[config.mk]
export PLATFORM = sky130hd
export DESIGN_NAME = ncc_cmd_dev_flat
export DESIGN_NICKNAME = d
export VERILOG_FILES = /design/src/core/ncc_pkg.sv /design/src/core/ncc_if.sv /design/src/core/ncc_cmd_dev.sv /design/src/core/ncc_rdma_ctl.sv /design/src/flat_wrapper.sv
export SDC_FILE = /design/constraint.sdc
export NUM_CORES = 1
export LEC_CHECK = 0
export BUFFER_PORTS_ARGS = -buffer_cell sky130_fd_sc_hd__buf_2
export CAP_MARGIN = 10
export CORE_MARGIN = 4
export CORE_UTILIZATION = 48
export DETAILED_ROUTE_END_ITERATION = 12
export GPL_ROUTABILITY_DRIVEN = 0
export HOLD_SLACK_MARGIN = 0.02
export PLACE_DENSITY = 0.77
export SLEW_MARGIN = 25
export SYNTH_ARGS = -nofsm -noshare
export SYNTH_HDL_FRONTEND = slang
export SYNTH_SLANG_ARGS = --single-unit
[constraint.sdc]
create_clock -name i_clk -period 1.9 [get_ports i_clk]
set_input_delay 0 -clock i_clk [delete_from_list [all_inputs] [get_ports i_clk]]
set_output_delay 0 -clock i_clk [all_outputs]
set_load 0.005 [all_outputs]
[src/core/ncc_pkg.sv]
// shared constants for the command register ends
package ncc_pkg;
  // command register location within every page
  localparam logic [3:0] CMD_OFS   = 4'h0;
  // command register field positions
  localparam int         HALT_BIT  = 0;
  localparam int         RUN_BIT   = 1;
  localparam int         TXGO_BIT  = 2;
  localparam int         RDMA_LSB  = 3;
  localparam int         PAGE_LSB  = 6;
  // power-up value: halted, idle remote channel
  localparam logic [7:0] CMD_RST   = 8'h21;
  // remote command codes
  localparam logic [2:0] RDMA_BAD  = 3'h0;
  localparam logic [2:0] RDMA_READ = 3'h1;
  localparam logic [2:0] RDMA_WRT  = 3'h2;
  localparam logic [2:0] RDMA_SEND = 3'h3;
  localparam logic [2:0] RDMA_END  = 3'h4;
  // page codes
  localparam logic [1:0] PAGE_RSVD = 2'h3;
  // controller register byte offsets on the host bus
  localparam logic [7:0] HOFS_DATA = 8'h00;
  localparam logic [7:0] HOFS_ADDR = 8'h04;
  localparam logic [7:0] HOFS_GO   = 8'h08;
  localparam logic [7:0] HOFS_STAT = 8'h0c;
  // order register bits
  localparam int         GO_WR     = 0;
  localparam int         GO_RD     = 1;
  localparam int         GO_MERGE  = 2;
  localparam int         GO_RESUME = 3;

  // one-hot page decode; reserved page selects nothing
  function automatic logic [2:0] page_hot(input logic [1:0] p);
    page_hot = (p == PAGE_RSVD) ? 3'h0 : 3'(3'h1 << p);
  endfunction

  // true for a command that starts a transfer
  function automatic logic is_op(input logic [2:0] c);
    is_op = (c != RDMA_BAD) && !c[2];
  endfunction
endpackage

[src/core/ncc_if.sv]
// register port between host end and device end
`timescale 1ns/100ps
interface ncc_if;
  logic       wr;     // write strobe, one cycle
  logic       rd;     // read strobe, one cycle
  logic [3:0] addr;   // register address lines
  logic [7:0] wdata;  // write data
  logic [7:0] rdata;  // read data
  logic       rvalid; // read data valid, one cycle

  modport dev  (input wr, rd, addr, wdata, output rdata, rvalid);
  modport host (output wr, rd, addr, wdata, input rdata, rvalid);
endinterface

[src/core/ncc_cmd_dev.sv]
// command register logic of the network controller
`timescale 1ns/100ps
module ncc_cmd_dev (
  input  wire logic       i_clk,          // system clock
  input  wire logic       i_rst,          // sync reset, high
  input  wire logic       i_ce,           // clock enable
  ncc_if.dev              bus,            // register port
  input  wire logic       i_rx_busy,      // reception under way
  input  wire logic       i_tx_busy,      // transmission under way
  input  wire logic       i_tx_done,      // send completed or aborted
  input  wire logic       i_rbc_zero,     // remote count is zero
  input  wire logic       i_rbc_reload,   // remote count rewritten
  input  wire logic       i_read_ack,     // read acknowledge
  input  wire logic       i_write_ack,    // write acknowledge
  input  wire logic       i_rst_flag_clr, // clear reset-done flag
  output logic            o_online,       // controller running
  output logic [2:0]      o_page,         // one-hot page select
  output logic            o_tx_start,     // transmit start pulse
  output logic            o_tx_pending,   // transmit bit state
  output logic            o_rst_done,     // reset-done flag
  output logic            o_rdma_active,  // remote transfer on
  output logic [1:0]      o_rdma_op,      // remote transfer kind
  output logic            o_rdma_start,   // remote start pulse
  output logic            o_rdma_abort,   // remote stop pulse
  output logic            o_rdma_done,    // remote done pulse
  output logic            o_port_request  // port request
);
  // operating modes
  typedef enum logic [1:0] {
    M_STOPPED,
    M_RUN,
    M_DRAIN
  } ncc_mode_e;

  ncc_mode_e  mode_q;     // current mode
  ncc_mode_e  mode_d;     // next mode
  logic       halt_q;     // halt bit
  logic       run_q;      // run bit
  logic       txgo_q;     // transmit request bit
  logic [1:0] page_q;     // page select bits
  logic [2:0] rcmd_q;     // remote command field
  logic       reload_q;   // count rewritten since start
  logic       wr_cmd;     // write to the command register
  logic [7:0] wd;         // write data alias
  logic [2:0] wfield;     // written remote field
  logic       tx_set;     // accepted transmit request
  logic       r_start;    // start remote transfer
  logic       r_abort;    // abort remote transfer
  logic       r_finish;   // stale reissue ends transfer
  logic       r_done;     // count-zero completion

  assign wr_cmd = bus.wr && (bus.addr == ncc_pkg::CMD_OFS);
  assign wd     = bus.wdata;
  assign wfield = wd[ncc_pkg::RDMA_LSB +: 3];

  // mode sequencing
  always_comb
  begin
    mode_d = mode_q;
    case (mode_q)
      M_STOPPED:
        // leave halt only when halt clear and run set
        if (wr_cmd && !wd[ncc_pkg::HALT_BIT] && wd[ncc_pkg::RUN_BIT])
          mode_d = M_RUN;
      M_RUN:
        // halt asks for a software reset
        if (wr_cmd && wd[ncc_pkg::HALT_BIT])
          mode_d = M_DRAIN;
      M_DRAIN:
        if (!i_rx_busy && !i_tx_busy)
          mode_d = M_STOPPED;
      default:
        mode_d = M_STOPPED;
    endcase
  end

  // mode register and online output
  always_ff @(posedge i_clk)
  begin
    if (i_rst)
    begin
      mode_q   <= M_STOPPED;
      o_online <= 1'b0;
    end
    else if (i_ce)
    begin
      mode_q   <= mode_d;
      // offline as soon as halt is taken
      o_online <= (mode_d == M_RUN);
    end
  end

  // reset-done flag; a new completion beats a clear
  always_ff @(posedge i_clk)
  begin
    if (i_rst)
      o_rst_done <= 1'b1;
    else if (i_ce)
    begin
      // the only sign that reset took effect
      if (mode_q != M_STOPPED && mode_d == M_STOPPED)
        o_rst_done <= 1'b1;
      else if (i_rst_flag_clr)
        o_rst_done <= 1'b0;
    end
  end

  // halt and run bits
  always_ff @(posedge i_clk)
  begin
    if (i_rst)
    begin
      halt_q <= ncc_pkg::CMD_RST[ncc_pkg::HALT_BIT];
      run_q  <= ncc_pkg::CMD_RST[ncc_pkg::RUN_BIT];
    end
    else if (i_ce && wr_cmd)
    begin
      halt_q <= wd[ncc_pkg::HALT_BIT];
      // run stays set when halted from running
      run_q  <= wd[ncc_pkg::RUN_BIT] ||
                (wd[ncc_pkg::HALT_BIT] && mode_q == M_RUN);
    end
  end

  // new packets only while running and not halting now
  assign tx_set = wr_cmd && wd[ncc_pkg::TXGO_BIT] &&
                  !wd[ncc_pkg::HALT_BIT] && mode_q == M_RUN;

  // transmit request bit
  always_ff @(posedge i_clk)
  begin
    if (i_rst)
    begin
      txgo_q     <= ncc_pkg::CMD_RST[ncc_pkg::TXGO_BIT];
      o_tx_start <= 1'b0;
    end
    else if (i_ce)
    begin
      // start once, self-clear on done or abort
      o_tx_start <= tx_set && !txgo_q;
      if (tx_set)
        txgo_q <= 1'b1;
      else if (i_tx_done)
        txgo_q <= 1'b0;
      // a zero transmit bit leaves it alone
    end
  end

  assign o_tx_pending = txgo_q;

  // remote command decode
  // abort codes, transfer codes
  assign r_abort  = wr_cmd && wfield[2];
  // code zero never starts; busy blocks start
  assign r_start  = wr_cmd && ncc_pkg::is_op(wfield) && !o_rdma_active;
  // reissue with transmit and no reload ends it
  assign r_finish = wr_cmd && o_rdma_active && wd[ncc_pkg::TXGO_BIT] &&
                    wfield == rcmd_q && !reload_q;

  // remote command field readback
  always_ff @(posedge i_clk)
  begin
    if (i_rst)
      rcmd_q <= ncc_pkg::CMD_RST[ncc_pkg::RDMA_LSB +: 3];
    else if (i_ce)
    begin
      if (r_abort || r_start)
        rcmd_q <= wfield;
      else if (r_finish || r_done)
        rcmd_q <= ncc_pkg::RDMA_END;
      // same code rewritten keeps the field, except a reissue that ends it
    end
  end

  // track byte count rewrites since the last start
  always_ff @(posedge i_clk)
  begin
    if (i_rst)
      reload_q <= 1'b0;
    else if (i_ce)
    begin
      if (i_rbc_reload)
        reload_q <= 1'b1;
      else if (r_start)
        reload_q <= 1'b0;
    end
  end

  // remote transfer tracker
  ncc_rdma_ctl u_rdma (
    .i_clk       (i_clk),
    .i_rst       (i_rst),
    .i_ce        (i_ce),
    .i_start     (r_start),
    .i_op        (wfield[1:0]),
    .i_stop      (r_abort || r_finish),
    .i_rbc_zero  (i_rbc_zero),
    .i_read_ack  (i_read_ack),
    .i_write_ack (i_write_ack),
    .o_active    (o_rdma_active),
    .o_op        (o_rdma_op),
    .o_start     (o_rdma_start),
    .o_abort     (o_rdma_abort),
    .o_done      (o_rdma_done),
    .o_port_req  (o_port_request)
  );

  // completion as seen by the field logic, one cycle early
  assign r_done = o_rdma_active && i_rbc_zero && !r_abort && !r_finish;

  // page select; reserved code stored but selects nothing
  always_ff @(posedge i_clk)
  begin
    if (i_rst)
    begin
      page_q <= ncc_pkg::CMD_RST[ncc_pkg::PAGE_LSB +: 2];
      o_page <= ncc_pkg::page_hot(ncc_pkg::CMD_RST[ncc_pkg::PAGE_LSB +: 2]);
    end
    else if (i_ce && wr_cmd)
    begin
      // top bits steer the address lines
      page_q <= wd[ncc_pkg::PAGE_LSB +: 2];
      o_page <= ncc_pkg::page_hot(wd[ncc_pkg::PAGE_LSB +: 2]);
    end
  end

  // read port; other addresses belong to other blocks
  always_ff @(posedge i_clk)
  begin
    if (i_rst)
    begin
      bus.rvalid <= 1'b0;
      bus.rdata  <= 8'h00;
    end
    else if (i_ce)
    begin
      bus.rvalid <= bus.rd;
      if (bus.rd && bus.addr == ncc_pkg::CMD_OFS)
        bus.rdata <= {page_q, rcmd_q, txgo_q, run_q, halt_q};
      else if (bus.rd)
        bus.rdata <= 8'h00;
    end
  end
endmodule

[src/core/ncc_rdma_ctl.sv]
// remote transfer tracker with port request handling
`timescale 1ns/100ps
module ncc_rdma_ctl (
  input  wire logic       i_clk,      // system clock
  input  wire logic       i_rst,      // sync reset, high
  input  wire logic       i_ce,       // clock enable
  input  wire logic       i_start,    // begin transfer
  input  wire logic [1:0] i_op,       // transfer kind
  input  wire logic       i_stop,     // abort or force end
  input  wire logic       i_rbc_zero, // byte count reached zero
  input  wire logic       i_read_ack, // read acknowledge
  input  wire logic       i_write_ack,// write acknowledge
  output logic            o_active,   // transfer running
  output logic [1:0]      o_op,       // kind of transfer
  output logic            o_start,    // start pulse
  output logic            o_abort,    // stop pulse
  output logic            o_done,     // count-zero end pulse
  output logic            o_port_req  // port request
);
  // activity and kind
  always_ff @(posedge i_clk)
  begin
    if (i_rst)
    begin
      o_active <= 1'b0;
      o_op     <= 2'h0;
    end
    else if (i_ce)
    begin
      if (i_start)
      begin
        o_active <= 1'b1;
        o_op     <= i_op;
      end
      else if (i_stop || (o_active && i_rbc_zero))
        o_active <= 1'b0;
    end
  end

  // event pulses; address reload is cued by start alone
  always_ff @(posedge i_clk)
  begin
    if (i_rst)
    begin
      o_start <= 1'b0;
      o_abort <= 1'b0;
      o_done  <= 1'b0;
    end
    else if (i_ce)
    begin
      o_start <= i_start;
      o_abort <= i_stop && o_active;
      o_done  <= o_active && i_rbc_zero && !i_stop;
    end
  end

  // request lingers after an early abort until acknowledged
  always_ff @(posedge i_clk)
  begin
    if (i_rst)
      o_port_req <= 1'b0;
    else if (i_ce)
    begin
      if (i_start)
        o_port_req <= 1'b1;
      else if (i_rbc_zero)
        o_port_req <= 1'b0;
      else if (!o_active && (i_read_ack || i_write_ack))
        o_port_req <= 1'b0;
    end
  end
endmodule

[src/flat_wrapper.sv]
// flat-port wrapper written by rule: the top's interface ports become plain ports
module ncc_cmd_dev_flat 
  (i_clk, i_rst, i_ce, i_rx_busy, i_tx_busy, i_tx_done, i_rbc_zero, i_rbc_reload, i_read_ack, i_write_ack, i_rst_flag_clr, o_online, o_page, o_tx_start, o_tx_pending, o_rst_done, o_rdma_active, o_rdma_op, o_rdma_start, o_rdma_abort, o_rdma_done, o_port_request, bus_wr, bus_rd, bus_addr, bus_wdata, bus_rdata, bus_rvalid);
  ncc_if bus_i ();
  input  wire logic i_clk;
  input  wire logic i_rst;
  input  wire logic i_ce;
  input  wire logic i_rx_busy;
  input  wire logic i_tx_busy;
  input  wire logic i_tx_done;
  input  wire logic i_rbc_zero;
  input  wire logic i_rbc_reload;
  input  wire logic i_read_ack;
  input  wire logic i_write_ack;
  input  wire logic i_rst_flag_clr;
  output logic o_online;
  output logic [2:0] o_page;
  output logic o_tx_start;
  output logic o_tx_pending;
  output logic o_rst_done;
  output logic o_rdma_active;
  output logic [1:0] o_rdma_op;
  output logic o_rdma_start;
  output logic o_rdma_abort;
  output logic o_rdma_done;
  output logic o_port_request;
  input wire logic [$bits(bus_i.wr)-1:0] bus_wr;
  input wire logic [$bits(bus_i.rd)-1:0] bus_rd;
  input wire logic [$bits(bus_i.addr)-1:0] bus_addr;
  input wire logic [$bits(bus_i.wdata)-1:0] bus_wdata;
  output wire logic [$bits(bus_i.rdata)-1:0] bus_rdata;
  output wire logic [$bits(bus_i.rvalid)-1:0] bus_rvalid;
  assign bus_i.wr = bus_wr;
  assign bus_i.rd = bus_rd;
  assign bus_i.addr = bus_addr;
  assign bus_i.wdata = bus_wdata;
  assign bus_rdata = bus_i.rdata;
  assign bus_rvalid = bus_i.rvalid;
  ncc_cmd_dev u_core (.i_clk(i_clk), .i_rst(i_rst), .i_ce(i_ce), .bus(bus_i), .i_rx_busy(i_rx_busy), .i_tx_busy(i_tx_busy), .i_tx_done(i_tx_done), .i_rbc_zero(i_rbc_zero), .i_rbc_reload(i_rbc_reload), .i_read_ack(i_read_ack), .i_write_ack(i_write_ack), .i_rst_flag_clr(i_rst_flag_clr), .o_online(o_online), .o_page(o_page), .o_tx_start(o_tx_start), .o_tx_pending(o_tx_pending), .o_rst_done(o_rst_done), .o_rdma_active(o_rdma_active), .o_rdma_op(o_rdma_op), .o_rdma_start(o_rdma_start), .o_rdma_abort(o_rdma_abort), .o_rdma_done(o_rdma_done), .o_port_request(o_port_request));
endmodule
==> summary.log <==
INFO  status         run_status=complete, no violations
INFO  detailed_routing post_detailed_route_count_of_antenna_violating_nets=0
INFO  global_route   grt_max_degree=34
INFO  clocking       clock_sink_count=33
INFO  timing         fin_crit=1730ps
INFO  timing         post_route_hold_slack=25.3ps
INFO  clocking       cts_resized=0
INFO  global_route   via_count_of_the_first_global_routing_pass=1,355
INFO  synth          post_synth_inst_count=160
INFO  timing         rsz0062_at_grt=false
INFO  finish         area_growth_syn_to_layout=33.9%
INFO  finish         fin_nets=245
INFO  detailed_routing detail_route.drc_violations=0
INFO  floorplanning  rows=19
INFO  finish         final_core_utilization=67.0%
INFO  finish         post_route_cells_drive_above_1_share=27.6%
INFO  synth          asyncSetResetFlopFracSynth=0%
INFO  clocking       cts-root-to-sink-buffers=2
INFO  detailed_routing number_of_design_rule_violations_left_by_the_first_detailed_router_iteration=81
INFO  global_route   first_pass_grt_wire_length=5980um
INFO  critical_path  cp_peak_stage_delay=570ps
INFO  synth          mux_contribution_to_synthesized_area=0%
INFO  synth          ys_seq_elements=33
INFO  clocking       clock_tree.root_cell=clkbuf_4
INFO  pwr            worst_ir_drop_vdd=0.879mV
INFO  timing         finalSetupViolations=0
INFO  synth          synthXorXnorAreaFrac=1.27%
INFO  critical_path  critical_path.cell_chain=buf_2 > or4_4 > nor2_1 > buf_4 > nand3_1 > dlygate4sd3_1 > a21oi_1
INFO  synth          yosysWarnings=0
INFO  place          placed_cells_incl_taps=231
INFO  timing         worst_slew_margin_rel=62.4%
INFO  place          placed_area=0.00163mm^2
INFO  timing         finalCritPeriodShare=91.0%
INFO  synth          ys.flop_type=dfxtp_1
INFO  critical_path  cp_data_arrival_time=2000ps
INFO  critical_path  critical_path.endpoint_type=flop
INFO  pwr            power_density_over_the_cells=740mW/mm^2
INFO  timing         fin_tns_setup=0ps
INFO  timing         achievable-frequency=578MHz
INFO  clocking       postCtsHoldBufs=13
INFO  critical_path  cp_slowest_cell=or4_4
INFO  critical_path  worst_setup_path_start_kind=input pin
INFO  timing         hold_viol_final=0
INFO  synth          netlist_area_before_placement=0.00138mm^2
INFO  hold_path      worst_min_delay_path_class=input pin to flop
INFO  clocking       cts_max_level=2
INFO  critical_path  cp_max_fo=7
INFO  synth          synth_simple_gate_area_share=25.4%
INFO  place          io_buffers=47
INFO  global_route   globalRouteOverflowTotal=0
INFO  detailed_routing final_wirelength=3640um
INFO  floorplanning  fp.dieW=61.6um
INFO  critical_path  cp_data_required_time=2170ps
INFO  floorplanning  die_height=61.6um
INFO  detailed_routing route.vias.total=1,421
INFO  synth          post_synth_main_area_contributors=dfxtp_1 (48%), nand2_1 (6.3%), a21oi_1 (6.2%), nor2_1 (5.2%), a22oi_1 (4.9%)
INFO  finish         stdcell_area=0.00185mm^2
INFO  finish         final_cell_count_no_fill=252
INFO  synth          synth_sequential_area_ratio=47.9%
INFO  synth          synthesis.area_per_instance=8.62um^2
INFO  global_route   grtUsageTotal=21.6%
INFO  clocking       cts.repair_timing.setup_buffer_count=0
INFO  synth          synthAdderAreaFrac=0%
INFO  floorplanning  floorplan.die_area=0.00379mm^2
INFO  detailed_routing drtPass1Iterations=5
INFO  pwr            power_leakage=0.742nW
INFO  synth          count_of_cell_types_in_the_netlist=33
INFO  synth          synth_top_area_share=47.9%
INFO  timing         drv_slew=0
INFO  timing         max_slew.worst_pin.slew=564ps
INFO  clocking       clock_insertion_delay_worst_skew=340ps
INFO  synth          synth_compound_area_share=22.2%
INFO  detailed_routing routedWlPerCell=14.4um
INFO  job            max_cap_violations=0
INFO  floorplanning  floorplan.initialDensity=50.0%
INFO  timing         finClkSkew=3.11ps
INFO  synth          syn-num-nets=185
INFO  clocking       clock_tree_from_tritoncts=built
INFO  floorplanning  core_area=0.00276mm^2
INFO  critical_path  path_class=input pin to flop
INFO  clocking       clk_pin_slew=100ps
INFO  clocking       tritoncts.num_buffers=5
INFO  place          dp.final_hpwl=2490um
INFO  synth          synth_top_family_by_area=simple AND/OR/NAND/NOR gates
INFO  finish         antenna_cells=0
INFO  global_route   grt_antenna_before_repair=0
INFO  finish         nFillCells=228
INFO  detailed_routing routed_via_density=5.64
INFO  floorplanning  top_level_ports=48
INFO  synth          synth_top_area_cell=dfxtp_1
INFO  synth          synth_edf_count=0
flip-flops by register name, indices dropped and copies added, names as in the netlist:
register / cells
u_core.u_rdma.o_start: 1
u_core.rcmd_q: 3
u_core.u_rdma.o_op: 2
u_core.o_rst_done: 1
u_core.u_rdma.o_done: 1
u_core.reload_q: 1
u_core.o_tx_pending: 1
u_core.u_rdma.o_abort: 1
u_core.page_q: 2
u_core.bus.rvalid: 1
u_core.mode_q: 2
u_core.u_rdma.o_port_req: 1
u_core.bus.rdata: 8
u_core.o_tx_start: 1
u_core.u_rdma.o_active: 1
u_core.o_online: 1
u_core.run_q: 1
u_core.halt_q: 1
u_core.o_page: 3
stage by stage:
step | worst slack, ps | total power [mW]
finish | 171 | 1.37
global route | 62.8 | 1.42
CTS | 211 | 1.37
detailed placement | 371 | 0.815
global placement | 387 | 0.813
floorplan | 451 | 0.765
layout by cell type, fill, tap and decap left out, types with 2 or more instances in the layout:
cell            n
buf_4           2
nor2_1         19
nand3b_1        4
nand3_1         3
clkbuf_4        5
a22oi_1         9
dfxtp_1        33
a211oi_1        3
buf_2          47
nor4b_2         2
dlygate4sd3_1  13
o21ai_0         9
a21oi_1        17
nand2_1        23
nor2b_1         3
nor3_1          4
inv_1           2
nor4bb_1        2
xnor2_1         2
report_power, final:
part	internal, mW	switching [mW]
logic	0.0531	0.0643
registers	0.698	0.00435
clock network	0.314	0.232
Yosys cell counts (2+ instances only):
master    count
o21ai_0       9
buf_2         2
nor2b_1       3
xnor2_1       2
nor3_1        4
a22oi_1       9
nand2_1      23
nor4bb_1      2
a211oi_1      3
nor4b_2       2
a21oi_1      17
dfxtp_1      33
nand3_1       3
inv_1         2
clkbuf_1      7
nand3b_1      4
nor2_1       19
cells by family (layout without fill, tap and decap cells):
group                     count (synthesis)  after routing
AOI/OAI and AO/OA                        48             48
xor gates and xnor gates                  2              2
buffers and inverters                    11             72
DFF                                      33             33
and+or+nand+nor                          66             66
critical path, delay by kind of cell:
family	cells	cell delay, ps
buf+inv	3	920
compound gates	1	120
simple gates	3	960
path summary, 6_finish.rpt:
check	cells past startpoint	end	slack, ps	from
worst max-delay path	7	u_core.u_rdma.o_op[0]	170	bus_addr[1]
worst min-delay path	4	u_core.u_rdma.o_active	30	bus_wdata[5]
worst max register to register	4	u_core.rcmd_q[2]	310	u_core.u_rdma.o_active
worst min register to register	2	u_core.page_q[1]	460	u_core.page_q[1]
routing by layer:
layer | part of all wire (%) | vias to the layer above | GRT usage, %
met3 | 6.3 | 7 | 5.45
li1 | - | 699 | -
met5 | 0 | - | 0
met1 | 41 | 659 | 25.4
met2 | 50 | 56 | 36.6
met4 | 1.9 | 0 | 10.3
layout make-up:
class / count / area (um^2) / area share, %
well taps: 31 / 38.8 / 2.10
flip-flops and latches: 33 / 661 / 35.8
clock inverters: 1 / 30.0 / 1.63
inverters: 2 / 7.51 / 0.407
multi-input cells: 116 / 674 / 36.5
clock buffers: 7 / 55.1 / 2.98
repair buffers: 62 / 380 / 20.6
No activity file was read; power rests on OpenSTA's default activity.
